==> src/fcc_pkg.sv <==
// Package for the flash command and configuration register block.
// Assumes an APB master on pclk; register indices are word indices, byte address = 4 * index.
package fcc_pkg;
  localparam logic [15:0] FCC_IDX_CMD = 16'hf220;
  localparam logic [15:0] FCC_IDX_CFG1 = 16'hf221;
  localparam logic [15:0] FCC_IDX_CFG2 = 16'hf222;
  localparam logic [15:0] FCC_IDX_STAT = 16'hf230;
  localparam logic [15:0] FCC_IDX_DONE = 16'hf231;
  localparam logic [15:0] FCC_CMD_RST = 16'h0000;
  localparam logic [15:0] FCC_CFG1_RST = 16'h40c0;
  localparam logic [15:0] FCC_CFG1_WMASK = 16'hfff0;
  localparam logic [15:0] FCC_CMD_LOAD_MAIN = 16'h0000;
  localparam logic [15:0] FCC_CMD_LOAD_SPARE = 16'h0013;
  localparam logic [15:0] FCC_CMD_PROG_ALL = 16'h0080;
  localparam logic [15:0] FCC_CMD_PROG_SPARE = 16'h001a;
  localparam logic [15:0] FCC_CMD_COPY_BACK = 16'h001b;
  localparam logic [15:0] FCC_CMD_UNLOCK = 16'h0023;
  localparam logic [15:0] FCC_CMD_LOCK = 16'h002a;
  localparam logic [15:0] FCC_CMD_LOCK_TIGHT = 16'h002c;
  localparam logic [15:0] FCC_CMD_ERASE_VERIFY = 16'h0071;
  localparam logic [15:0] FCC_CMD_BLOCK_ERASE = 16'h0094;
  localparam logic [15:0] FCC_CMD_MULTI_ERASE = 16'h0095;
  localparam logic [15:0] FCC_CMD_ERASE_SUSP = 16'h00b0;
  localparam logic [15:0] FCC_CMD_ERASE_RESUME = 16'h0030;
  localparam logic [15:0] FCC_CMD_CORE_RESET = 16'h00f0;
  localparam logic [15:0] FCC_CMD_HOT_RESET = 16'h00f3;
  localparam logic [15:0] FCC_CMD_OTP_ACCESS = 16'h0065;
  localparam int FCC_RM_BIT = 15;
  localparam int FCC_BRL_LSB = 12;
  localparam int FCC_BL_LSB = 9;
  localparam int FCC_ECC_BIT = 8;
  localparam int FCC_VALID_STROBE_POLARITY_BIT = 7;
  localparam int FCC_COMPLETION_PIN_POLARITY_BIT = 6;
  localparam int FCC_OE_BIT = 5;
  localparam int FCC_RDYCONF_BIT = 4;
  localparam logic [2:0] FCC_BRL_MIN = 3'h3;
  localparam logic [2:0] FCC_BRL_DEF = 3'h4;
  localparam logic [2:0] FCC_BL_MAX = 3'h4;
  localparam logic [2:0] FCC_BL_DEF = 3'h0;
  localparam logic [3:0] FCC_CMD_OP_W = 4'h0;
  typedef enum logic [3:0] {
    FCC_OP_NONE, FCC_OP_LOAD_MAIN, FCC_OP_LOAD_SPARE, FCC_OP_PROG_ALL, FCC_OP_PROG_SPARE,
    FCC_OP_COPY_BACK, FCC_OP_UNLOCK, FCC_OP_LOCK, FCC_OP_LOCK_TIGHT, FCC_OP_ERASE_VERIFY,
    FCC_OP_BLOCK_ERASE, FCC_OP_MULTI_ERASE, FCC_OP_ERASE_SUSP, FCC_OP_ERASE_RESUME,
    FCC_OP_CORE_RESET, FCC_OP_OTP_ACCESS
  } fcc_op_t;
endpackage : fcc_pkg

==> src/fcc_decode_if.sv <==
// Interface carrying a written command code to its decoder and the decoded result back.
// Assumes both ends sit on pclk.
interface fcc_decode_if;
  import fcc_pkg::*;
  logic [15:0] code;
  fcc_op_t op;
  logic hot_reset;
  logic known;
  logic busy_resettable;
  modport decoder (input code, output op, output hot_reset, output known, output busy_resettable);
  modport user (output code, input op, input hot_reset, input known, input busy_resettable);
endinterface : fcc_decode_if

==> src/fcc_cmd_decode.sv <==
// Combinational command code decoder.
// Assumes the code is stable while read; no state is held here.
module fcc_cmd_decode
  import fcc_pkg::*;
(
  fcc_decode_if.decoder dec
);
  always_comb
  begin
    dec.op = FCC_OP_NONE;
    dec.hot_reset = 1'b0;
    dec.known = 1'b1;
    unique case (dec.code)
      FCC_CMD_LOAD_MAIN: dec.op = FCC_OP_LOAD_MAIN;
      FCC_CMD_LOAD_SPARE: dec.op = FCC_OP_LOAD_SPARE;
      FCC_CMD_PROG_ALL: dec.op = FCC_OP_PROG_ALL;
      FCC_CMD_PROG_SPARE: dec.op = FCC_OP_PROG_SPARE;
      FCC_CMD_COPY_BACK: dec.op = FCC_OP_COPY_BACK;
      FCC_CMD_UNLOCK: dec.op = FCC_OP_UNLOCK;
      FCC_CMD_LOCK: dec.op = FCC_OP_LOCK;
      FCC_CMD_LOCK_TIGHT: dec.op = FCC_OP_LOCK_TIGHT;
      FCC_CMD_ERASE_VERIFY: dec.op = FCC_OP_ERASE_VERIFY;
      FCC_CMD_BLOCK_ERASE: dec.op = FCC_OP_BLOCK_ERASE;
      FCC_CMD_MULTI_ERASE: dec.op = FCC_OP_MULTI_ERASE;
      FCC_CMD_ERASE_SUSP: dec.op = FCC_OP_ERASE_SUSP;
      FCC_CMD_ERASE_RESUME: dec.op = FCC_OP_ERASE_RESUME;
      FCC_CMD_CORE_RESET: dec.op = FCC_OP_CORE_RESET;
      FCC_CMD_HOT_RESET: dec.hot_reset = 1'b1;
      FCC_CMD_OTP_ACCESS: dec.op = FCC_OP_OTP_ACCESS;
      default: dec.known = 1'b0;
    endcase
  end

  // Operations during which only the two reset commands get through.
  always_comb
  begin
    unique case (dec.op)
      FCC_OP_LOAD_MAIN, FCC_OP_LOAD_SPARE, FCC_OP_PROG_ALL, FCC_OP_PROG_SPARE,
      FCC_OP_COPY_BACK, FCC_OP_ERASE_VERIFY, FCC_OP_BLOCK_ERASE, FCC_OP_MULTI_ERASE,
      FCC_OP_ERASE_RESUME, FCC_OP_OTP_ACCESS: dec.busy_resettable = 1'b1;
      default: dec.busy_resettable = 1'b0;
    endcase
  end
endmodule : fcc_cmd_decode

==> src/fcc_regs.sv <==
// Command and system configuration registers of a flash device, APB slave.
// Assumes an APB master on pclk and a flash core that reports completion by a one-cycle pulse.
// Function
// - Finished operation sets completion flag to ready.
// - 0000h and 0013h load main or spare.
// - 001Bh starts copy back program.
// - Lock commands accept nothing else while busy.
// - Long operations still accept both reset commands.
// - 00F0h resets core; blocks others while busy.
// - 00F3h acts as a warm reset.
// - Bit 15 selects async or burst reads.
// - Bits 14:12 set latency, minimum code 011.
// - Bits 11:9 set burst length, 101-111 reserved.
// - Bit 8 bypasses error correction.
// - Bit 7 sets ready output polarity.
// - Bit 6 sets completion pin polarity.
// - Both outputs float until enable bit set.
// - Enable bit cleared by cold reset or write.
// - Bit 4 moves ready one clock early.
//
// Register access over APB was chosen for this implementation.
module fcc_regs
  import fcc_pkg::*;
(
  input wire logic pclk,
  input wire logic presetn,
  input wire logic psel,
  input wire logic penable,
  input wire logic pwrite,
  input wire logic [31:0] paddr,
  input wire logic [31:0] pwdata,
  input wire logic [3:0] pstrb,
  output logic [31:0] prdata,
  output logic pready,
  output logic pslverr,
  input wire logic warm_reset_pin_n,
  input wire logic core_op_done,
  input wire logic core_data_valid,
  output logic core_op_start,
  output logic [3:0] core_op_code,
  output logic core_op_abort,
  output logic read_timing_select,
  output logic [2:0] initial_access_latency,
  output logic [2:0] burst_word_count,
  output logic ecc_bypass,
  output logic completion_pin_o,
  output logic completion_pin_oe,
  output logic valid_strobe_o,
  output logic valid_strobe_oe
);
  fcc_decode_if dec ();
  fcc_cmd_decode u_dec (.dec(dec));

  logic rp_meta_q;
  logic rp_sync_q;
  logic dv_meta_q;
  logic dv_sync_q;
  logic dv_late_q;
  logic [15:0] cmd_q;
  logic [15:0] cfg_q;
  logic output_driver_enable_q;
  logic done_flag_q;
  logic busy_q;
  logic busy_resettable_q;
  logic warm_q;
  logic soft_warm;
  logic [15:0] word_addr;
  logic wr_en;
  logic rd_en;
  logic hit;
  logic cmd_wr;
  logic cmd_ok;
  logic [15:0] wval;

  assign word_addr = paddr[17:2];
  assign hit = (paddr[31:18] == 14'h0000) && (paddr[1:0] == 2'h0) &&
    (word_addr == FCC_IDX_CMD || word_addr == FCC_IDX_CFG1 || word_addr == FCC_IDX_CFG2 ||
     word_addr == FCC_IDX_STAT || word_addr == FCC_IDX_DONE);
  assign wr_en = psel && penable && pwrite && hit;
  assign rd_en = psel && penable && !pwrite && hit;
  assign wval = {pstrb[1] ? pwdata[15:8] : 8'h00, pstrb[0] ? pwdata[7:0] : 8'h00};
  assign cmd_wr = wr_en && word_addr == FCC_IDX_CMD && pstrb[1:0] == 2'h3;
  assign dec.code = pwdata[15:0];
  // Only the resets pass a busy long operation; lock, reset and suspend pass nothing.
  assign cmd_ok = dec.known && (!busy_q ||
    (busy_resettable_q && (dec.op == FCC_OP_CORE_RESET || dec.hot_reset)));
  assign soft_warm = cmd_wr && cmd_ok && dec.hot_reset;

  // Pin sampled through two flops; a low level is a warm reset.
  always_ff @(posedge pclk or negedge presetn)
  begin
    if (!presetn)
    begin
      rp_meta_q <= 1'b1;
      rp_sync_q <= 1'b1;
      dv_meta_q <= 1'b0;
      dv_sync_q <= 1'b0;
      dv_late_q <= 1'b0;
    end
    else
    begin
      rp_meta_q <= warm_reset_pin_n;
      rp_sync_q <= rp_meta_q;
      dv_meta_q <= core_data_valid;
      dv_sync_q <= dv_meta_q;
      dv_late_q <= dv_sync_q;
    end
  end

  always_ff @(posedge pclk or negedge presetn)
  begin
    if (!presetn)
      warm_q <= 1'b0;
    else
      warm_q <= !rp_sync_q || soft_warm;
  end

  // Command register and the busy tracking of the accepted operation.
  always_ff @(posedge pclk or negedge presetn)
  begin
    if (!presetn)
    begin
      cmd_q <= FCC_CMD_RST;
      busy_q <= 1'b0;
      busy_resettable_q <= 1'b0;
      core_op_start <= 1'b0;
      core_op_code <= FCC_CMD_OP_W;
      core_op_abort <= 1'b0;
    end
    else if (warm_q)
    begin
      cmd_q <= FCC_CMD_RST;
      busy_q <= 1'b0;
      busy_resettable_q <= 1'b0;
      core_op_start <= 1'b0;
      core_op_code <= FCC_CMD_OP_W;
      core_op_abort <= 1'b1;
    end
    else
    begin
      core_op_start <= 1'b0;
      core_op_abort <= 1'b0;
      if (cmd_wr && cmd_ok && !dec.hot_reset)
      begin
        cmd_q <= pwdata[15:0];
        busy_q <= 1'b1;
        busy_resettable_q <= dec.busy_resettable;
        core_op_start <= 1'b1;
        core_op_code <= dec.op;
        core_op_abort <= busy_q;
      end
      else if (core_op_done)
      begin
        busy_q <= 1'b0;
        busy_resettable_q <= 1'b0;
      end
    end
  end

  // Completion flag: done sets ready, a host write of zero makes it busy; the set wins.
  always_ff @(posedge pclk or negedge presetn)
  begin
    if (!presetn)
      done_flag_q <= 1'b0;
    else if (warm_q)
      done_flag_q <= 1'b0;
    else if (core_op_done && busy_q)
      done_flag_q <= 1'b1;
    else if (wr_en && word_addr == FCC_IDX_DONE && pstrb[0] && !pwdata[0])
      done_flag_q <= 1'b0;
  end

  // Configuration. Unavailable latency and reserved lengths are refused, keeping the old value.
  always_ff @(posedge pclk or negedge presetn)
  begin
    if (!presetn)
      cfg_q <= FCC_CFG1_RST;
    else if (warm_q)
      cfg_q <= FCC_CFG1_RST;
    else if (wr_en && word_addr == FCC_IDX_CFG1)
    begin
      cfg_q[15] <= pstrb[1] ? wval[15] : cfg_q[15];
      if (pstrb[1] && wval[14:12] >= FCC_BRL_MIN)
        cfg_q[14:12] <= wval[14:12];
      if (pstrb[1] && wval[11:9] <= FCC_BL_MAX)
        cfg_q[11:9] <= wval[11:9];
      cfg_q[8] <= pstrb[1] ? wval[8] : cfg_q[8];
      if (pstrb[0])
        cfg_q[7:4] <= wval[7:4] & FCC_CFG1_WMASK[7:4];
    end
  end

  // Enable survives a warm or hot reset; only a cold reset or a write clears it.
  always_ff @(posedge pclk or negedge presetn)
  begin
    if (!presetn)
      output_driver_enable_q <= 1'b0;
    else if (wr_en && word_addr == FCC_IDX_CFG1 && pstrb[0])
      output_driver_enable_q <= pwdata[FCC_OE_BIT];
  end

  always_ff @(posedge pclk or negedge presetn)
  begin
    if (!presetn)
    begin
      read_timing_select <= 1'b0;
      initial_access_latency <= FCC_BRL_DEF;
      burst_word_count <= FCC_BL_DEF;
      ecc_bypass <= 1'b0;
    end
    else
    begin
      read_timing_select <= cfg_q[FCC_RM_BIT];
      initial_access_latency <= cfg_q[FCC_BRL_LSB +: 3];
      burst_word_count <= cfg_q[FCC_BL_LSB +: 3];
      ecc_bypass <= cfg_q[FCC_ECC_BIT];
    end
  end

  // Pin drivers. Early ready leads the data by one clock by taking core_data_valid one flop sooner.
  always_ff @(posedge pclk or negedge presetn)
  begin
    if (!presetn)
    begin
      completion_pin_o <= 1'b0;
      completion_pin_oe <= 1'b0;
      valid_strobe_o <= 1'b0;
      valid_strobe_oe <= 1'b0;
    end
    else
    begin
      completion_pin_oe <= output_driver_enable_q;
      valid_strobe_oe <= output_driver_enable_q;
      completion_pin_o <= !(done_flag_q ^ cfg_q[FCC_COMPLETION_PIN_POLARITY_BIT]);
      valid_strobe_o <= (cfg_q[FCC_RDYCONF_BIT] ? dv_sync_q : dv_late_q) ==
        cfg_q[FCC_VALID_STROBE_POLARITY_BIT];
    end
  end

  // Single wait-free access; unmapped or misaligned addresses answer with an error.
  always_ff @(posedge pclk or negedge presetn)
  begin
    if (!presetn)
    begin
      prdata <= 32'h0000_0000;
      pready <= 1'b0;
      pslverr <= 1'b0;
    end
    else
    begin
      pready <= psel && !penable;
      pslverr <= psel && !penable && !hit;
      prdata <= 32'h0000_0000;
      if (psel && !penable && !pwrite && hit)
      begin
        unique case (word_addr)
          FCC_IDX_CMD: prdata <= {16'h0000, cmd_q};
          FCC_IDX_CFG1: prdata <= {16'h0000, cfg_q[15:6], output_driver_enable_q,
            cfg_q[4], 4'h0};
          FCC_IDX_STAT: prdata <= {31'h0, busy_q};
          FCC_IDX_DONE: prdata <= {31'h0, done_flag_q};
          default: prdata <= 32'h0000_0000;
        endcase
      end
    end
  end

  a_ready_at_done: assert property (@(posedge pclk) disable iff (!presetn)
    (core_op_done && busy_q && !warm_q) |=> done_flag_q)
    else $error("completion flag not ready after done");
  a_float_no_enable: assert property (@(posedge pclk) disable iff (!presetn)
    !output_driver_enable_q |=> !completion_pin_oe && !valid_strobe_oe)
    else $error("pin driven while disabled");
  a_lock_blocks: assert property (@(posedge pclk) disable iff (!presetn)
    (busy_q && !busy_resettable_q && cmd_wr && !warm_q) |=> !core_op_start)
    else $error("command accepted during lock or reset");
  a_reset_passes: assert property (@(posedge pclk) disable iff (!presetn)
    (busy_q && busy_resettable_q && cmd_wr && pwdata[15:0] == FCC_CMD_CORE_RESET && !warm_q)
    |=> core_op_start && core_op_abort)
    else $error("core reset refused during long operation");
  a_hot_reset: assert property (@(posedge pclk) disable iff (!presetn)
    soft_warm |=> ##1 (cfg_q == FCC_CFG1_RST && cmd_q == FCC_CMD_RST))
    else $error("hot reset did not restore defaults");
  a_latency_floor: assert property (@(posedge pclk) disable iff (!presetn)
    cfg_q[14:12] >= FCC_BRL_MIN)
    else $error("unavailable latency stored");
  a_length_legal: assert property (@(posedge pclk) disable iff (!presetn)
    cfg_q[11:9] <= FCC_BL_MAX)
    else $error("reserved burst length stored");
  a_cfg_low_zero: assert property (@(posedge pclk) disable iff (!presetn)
    (pready && !pwrite && $past(word_addr) == FCC_IDX_CFG1) |-> prdata[3:0] == 4'h0)
    else $error("reserved low bits read nonzero");
  a_cfg2_zero: assert property (@(posedge pclk) disable iff (!presetn)
    (pready && !pwrite && $past(word_addr) == FCC_IDX_CFG2) |-> prdata == 32'h0)
    else $error("reserved register read nonzero");
  a_pin_level: assert property (@(posedge pclk) disable iff (!presetn)
    $stable(done_flag_q) && $stable(cfg_q[6]) |=>
    completion_pin_o == ($past(done_flag_q) == $past(cfg_q[6])))
    else $error("completion pin level wrong");
  a_enable_hold: assert property (@(posedge pclk) disable iff (!presetn)
    (warm_q && !wr_en) |=> $stable(output_driver_enable_q))
    else $error("enable changed by warm reset");
endmodule : fcc_regs

==> config.mk <==
export PLATFORM = sky130hd
export DESIGN_NAME = fcc_regs
export DESIGN_NICKNAME = d
export VERILOG_FILES = /design/src/fcc_pkg.sv /design/src/fcc_decode_if.sv /design/src/fcc_cmd_decode.sv /design/src/fcc_regs.sv
export SDC_FILE = /design/constraint.sdc
export NUM_CORES = 1
export LEC_CHECK = 0
export BUFFER_PORTS_ARGS = -buffer_cell sky130_fd_sc_hd__buf_4
export CAP_MARGIN = 20
export CORE_ASPECT_RATIO = 2
export CORE_MARGIN = 10
export CORE_UTILIZATION = 45
export DETAILED_ROUTE_END_ITERATION = 10
export PLACE_DENSITY = 0.77
export SYNTH_ARGS = -nofsm -noshare
export SYNTH_HDL_FRONTEND = slang
export SYNTH_SLANG_ARGS = --single-unit
export TNS_END_PERCENT = 30
==> constraint.sdc <==
create_clock -name pclk -period 1.8 [get_ports pclk]
set_clock_uncertainty 0.1 [all_clocks]
set_input_delay 0.18 -clock pclk [delete_from_list [all_inputs] [get_ports pclk]]
set_output_delay 0.18 -clock pclk [all_outputs]
set_load 0.01 [all_outputs]
* After elaboration in Yosys (flattened, before gate mapping)
Memories as Yosys holds them, arrays and structs flattened. Cells that the tools add are included.
Operators by class: reductions and logical operators 55, equal/unequal tests 23, multiplexer cells 30, bitwise logic cells 1, magnitude comparators 2
Operators with widths (count):
- equality test 16 x 8 -> 1 bit, second input constant | 6
- equality test 16 bit, second input constant | 5
- equality test 16 x 6 -> 1 bit, second input constant | 4
- case mux 16 bit (4 select lines) | 1
- case mux 4 bit (15 select lines) | 1
- equality test 16 x 5 -> 1 bit, second input constant | 3
- equality test 16 x 7 -> 1 bit, second input constant | 2
- two-way mux 16 bit | 2
- two-way mux 32 bit | 1
- logical AND 1 bit | 24
- two-way mux 12 bit | 2
- two-way mux 1 bit | 17
- zero test 16 bit | 1
- OR reduction 16 bit | 1
- zero test 14 bit | 1
- two-way mux 4 bit | 3
- nonzero test 2 bit | 6
- zero test 1 bit | 8
- two-way mux 8 bit | 1
- AND reduction 2 bit | 4
- logical OR 1 bit | 7
- two-way mux 3 bit | 2
- nonzero test 3 bit | 2
- equality test 4 bit, second input constant | 1
- other kinds (6) | 6
Storage, ports and cells: word-level logic and storage cells 140, bits in read-only memories 16, register bits after elaboration 89, bits of input ports 76, output and inout port bits 52, memories kept 1
Memory list:
- (no name shown) | words 16, width 1, read ports 1, clocked after memory_dff 0, wr ports 0, RTL line fcc_cmd_decode.sv:37 | unique case (dec.op)

* Depth between registers and ports, before layout
depth after elaboration 13, depth in mapped cells 8, gate-level depth less buffers 6

* Modules after synthesis
From an unflattened synthesis, not the netlist that was laid out.
Unflattened totals: cells, all modules 362, area, all modules 3677.3 um^2
Modules (own cells, without submodules):
- fcc_regs | times used 1, cells each 293, area each 3198.1 um^2, seq. area each 1809.2 um^2
- fcc_cmd_decode | times used 1, cells each 69, area each 479.2 um^2, seq. area each 0.0 um^2

* Worst setup path before layout
No wires, ideal clock.
kind in2reg, start point input pwdata[11], end point register cmd_q[4], stages on the path 8, required time 1.568 ns, buffers on the path 2, arrival time 2.618 ns, setup time 0.132 ns, slack -1.049 ns, cells stage by stage or4_1 or4_1 buf_2 or3_4 a2111oi_4 buf_6 mux2i_1 nor2_1
Between the ends: word-level cells in the longest chain between the ends 10, elaborated cells between the ends (all ways) 29, classes of those cells eq/ne (16); mux (3); reduce/logical (10)
Ends and longest elaborated chain:
- start, declared | RTL line fcc_regs.sv:31 | input wire logic [31:0] pwdata,
- equality test 16 x 7 -> 1 bit, or another cell as far along | RTL line fcc_cmd_decode.sv:13 | unique case (dec.code)
- case mux 4 bit (15 select lines) | RTL line fcc_cmd_decode.sv:13
- equality test 4 bit | RTL line fcc_regs.sv:86 | (busy_resettable_q && (dec.op == FCC_OP_CORE_RESET || dec.hot_reset)));
- logical OR 1 bit | RTL line fcc_regs.sv:86
- logical AND 1 bit | RTL line fcc_regs.sv:86
- logical OR 1 bit | RTL line fcc_regs.sv:85 | assign cmd_ok = dec.known && (!busy_q ||
- logical AND 1 bit | RTL line fcc_regs.sv:85
- logical AND 1 bit | RTL line fcc_regs.sv:143 | if (cmd_wr && cmd_ok && !dec.hot_reset)
- logical AND 1 bit * | RTL line fcc_regs.sv:143
- nonzero test 2 bit (no source line) *
- end signal, assigned | RTL line fcc_regs.sv:145 | cmd_q <= pwdata[15:0];
- end, declared | RTL line fcc_regs.sv:59 | logic [15:0] cmd_q;
Every way passes the cells marked *; elsewhere a longest branch is shown, timed or not. A chain may end at the register's enable or synchronous reset.

* Final worst setup path
start point input pwdata[11], end point register cmd_q[2]
Same word-level chain as after synthesis.

==> qor.csv <==
metric,value,unit
"CTS clk-pin slew, worst paths",0.06,ns
"non-filler cells, final",602,
failing checks,setup timing,
DRT iter0 DRCs,269,
Synth cell types,55,
DR vias/cell,5.535,
post-route ant nets,0,
RSZ-0062 raised after global routing,true,
CP Max Fanout,7,
clock sinks,72,
CTS tree,yes,
max-capacitance violation count,0,
RD Place Congestion,0.9150,
total CTS buffers,9,
Tightest Pin Transition,0.6098,ns
Core Area,0.007601,mm²
final wirelength,11500,µm
final hold vios,0,
Placed Cells,578,
"FFs w/ async S/R, synth",100.0,%
dominant synthesized flop cell,dfrtp_1,
register area share after synthesis,51.85,%
CTS Buffer Depth,2,
"commonest non-fill, non-tap cell in the layout",buf_4,
static leakage,2.428,nW
H-tree lvl count,3,
layout net count,579,
"Arr. time, crit path",2.47,ns
"EDFF count, synth",0,
"leading cell types in the layout, fill and taps excluded","161 x buf_4, 66 x dfrtp_1, 39 x nor2_1",
cell area after synthesis,0.003490,mm²
"Setup violations, final",39,
total grt overflow,0,
min-delay worst type,input port to flop,
Die Footprint,0.01189,mm²
yosys warns,0,
Final Instance Area,0.005261,mm²
Setup Crit Path Kind,input port to flop,
dpl cell area,0.004702,mm²
Tmin final,2.350,ns
setup ws final,-0.5503,ns
global-route wire length before repair,17770,µm
number of port buffers,93,
Mapped Cells,341,
Pre-antenna DRT Iters,4,
"Slew Viols, Final",0,
Layout Utilization,69.22,%
DRC viols,0,
area grow syn2layout,50.77,%
post-DR wirelength/cell,19.10,µm
Die Y,144.5,µm
setup TNS,-12.86,ns
Detail Placement HPWL,8437,µm
worst skew pair latency,0.33,ns
#FFs+latches synth,72,
die width,82.27,µm
status,"finished, violations left",
Max VDD drop,622.5,µV
vias,3332,
Boundary Pins,128,
CP startpoint kind,input port,
initial antenna violation count,0,
Root Buffer,clkbuf_16,
Post-Syn Area per Cell,10.23,µm²
Peak Freq,425.5,MHz
critical path endpoint category,flop,
largest net degree at the start of global routing,43,
share of post-route cells with drive strength above 1,44.49,%
Layout fillers,578,
Starting Density,45.91,%
CP Data Required Time,1.92,ns
Power Dens Cells,778.4,mW/mm²
Rows,45,
vias in the first global route,3657,
Antenna diodes,0,
Global Route Usage Sum,19.63,%
period utilization,130.6,%
max_slew headroom,59.00,%
critical path, cell delays in order:
cell       delay, ns
buf_6           0.09
or4_4           0.53
or4_4           0.51
or3_4           0.39
a2111oi_4       0.19
buf_4           0.18
buf_6           0.14
mux2i_1         0.19
nor2_1          0.06
cells in the mapped netlist (all sizes together) (2+ instances only):
cell type,n,share of area (%)
a21oi,15,2.2
nor3,8,1.1
nor4,8,1.4
nand2b,7,1.3
mux2,3,0.97
nand3,5,0.72
or3b,3,0.75
and2,14,2.5
nor3b,3,0.65
nand4,10,1.8
o21ai,4,0.57
and3b,4,1.0
clkbuf,14,1.5
and4,2,0.50
a22oi,13,2.8
nand2,20,2.2
a2111oi,3,1.3
buf,21,4.4
nand4bb,3,0.97
xnor2,5,1.3
or4,4,0.86
nor2b,5,0.90
a211oi,2,0.57
mux2i,13,3.7
o41ai,2,0.50
a211o,4,1.0
nor4b,2,0.50
nor2,46,5.0
dfrtp,66,47
inv,5,0.54
or3,3,0.68
dfstp,6,4.5
or2,3,0.54
worst paths after layout:
kind / endpoint / slack (ns) / startpoint / cells after the start
worst max-delay path: cmd_q[2] / -0.55 / pwdata[11] / 9
worst min-delay path: cfg_q[15] / 0.04 / pwdata[15] / 3
worst max register to register: cmd_q[2] / -0.04 / busy_resettable_q / 7
worst min register to register: rp_sync_q / 0.26 / rp_meta_q / 0
max in group asynchronous: cfg_q[14] / 0.76 / presetn / 3
min in group asynchronous: pready / 0.23 / presetn / 2
final cells by class:
class                      count  area, µm²  share of cell area [%]
clock buffer                  10      229.0                   4.352
tap                           94      117.6                   2.235
clock inverter                 6      115.1                   2.188
inverter                       5      18.77                  0.3567
multi-input combinational    244       1647                   31.30
sequential                    72       1809                   34.39
timing repair buffer         171       1325                   25.18
through the flow:
step                total power [W]  hold WS [ns]  setup WS, ns
detailed placement         0.002057       0.04264       -0.9717
finish                     0.004095       0.03627       -0.5503
floorplan                  0.001820       -0.2156        -1.036
CTS                        0.004118       0.02559       -0.5404
global route               0.004223       0.05002       -0.6290
global placement           0.002046       0.03920       -0.8955
kinds of logic (layout without fill, tap and decap cells):
group	count (synthesis)	after routing	share of synthesized area (%)
simple gates	154	154	24.45
mux	16	16	4.697
other cells	1	16	0.1075
flops	72	72	51.85
compound gates	52	52	10.90
xor+xnor	6	6	1.506
buf+inv	40	192	6.490
registers in the layout, indices dropped and copies added, names as in the netlist, 3 cells and up:
| signal | count |
|---|---|
| burst_word_count | 3 |
| cfg_q | 11 |
| cmd_q | 16 |
| core_op_code | 4 |
| initial_access_latency | 3 |
| prdata | 16 |
routing by layer:
| metal | routed length (µm) | global-route usage (%) | up-vias |
|---|---|---|---|
| met4 | 561 | 11.44 | 0 |
| met3 | 650 | 3.483 | 41 |
| li1 | - | - | 1505 |
| met1 | 3671 | 18.66 | 1643 |
| met2 | 6615 | 36.72 | 143 |
| met5 | 0 | 0 | - |
power breakdown:
| group | internal [W] | switching [W] | total [W] |
|---|---|---|---|
| combinational | 0.000209 | 0.000202 | 0.000411 |
| clock | 0.00136 | 0.000674 | 0.00203 |
| sequential | 0.00164 | 0.0000120 | 0.00165 |
what timing repair did:
| action | CTS | global route |
|---|---|---|
| hold endpoints to repair | 33 | 0 |
| buffers inserted | 1 | 2 |
| endpoints found under the setup margin | 45 | 49 |
| cloned | 1 | 0 |
| pin swaps | 12 | 10 |
| hold buffers | 4 | 0 |
| resized for setup | 16 | 17 |
Note: power is estimated with default switching activity, not from simulation.
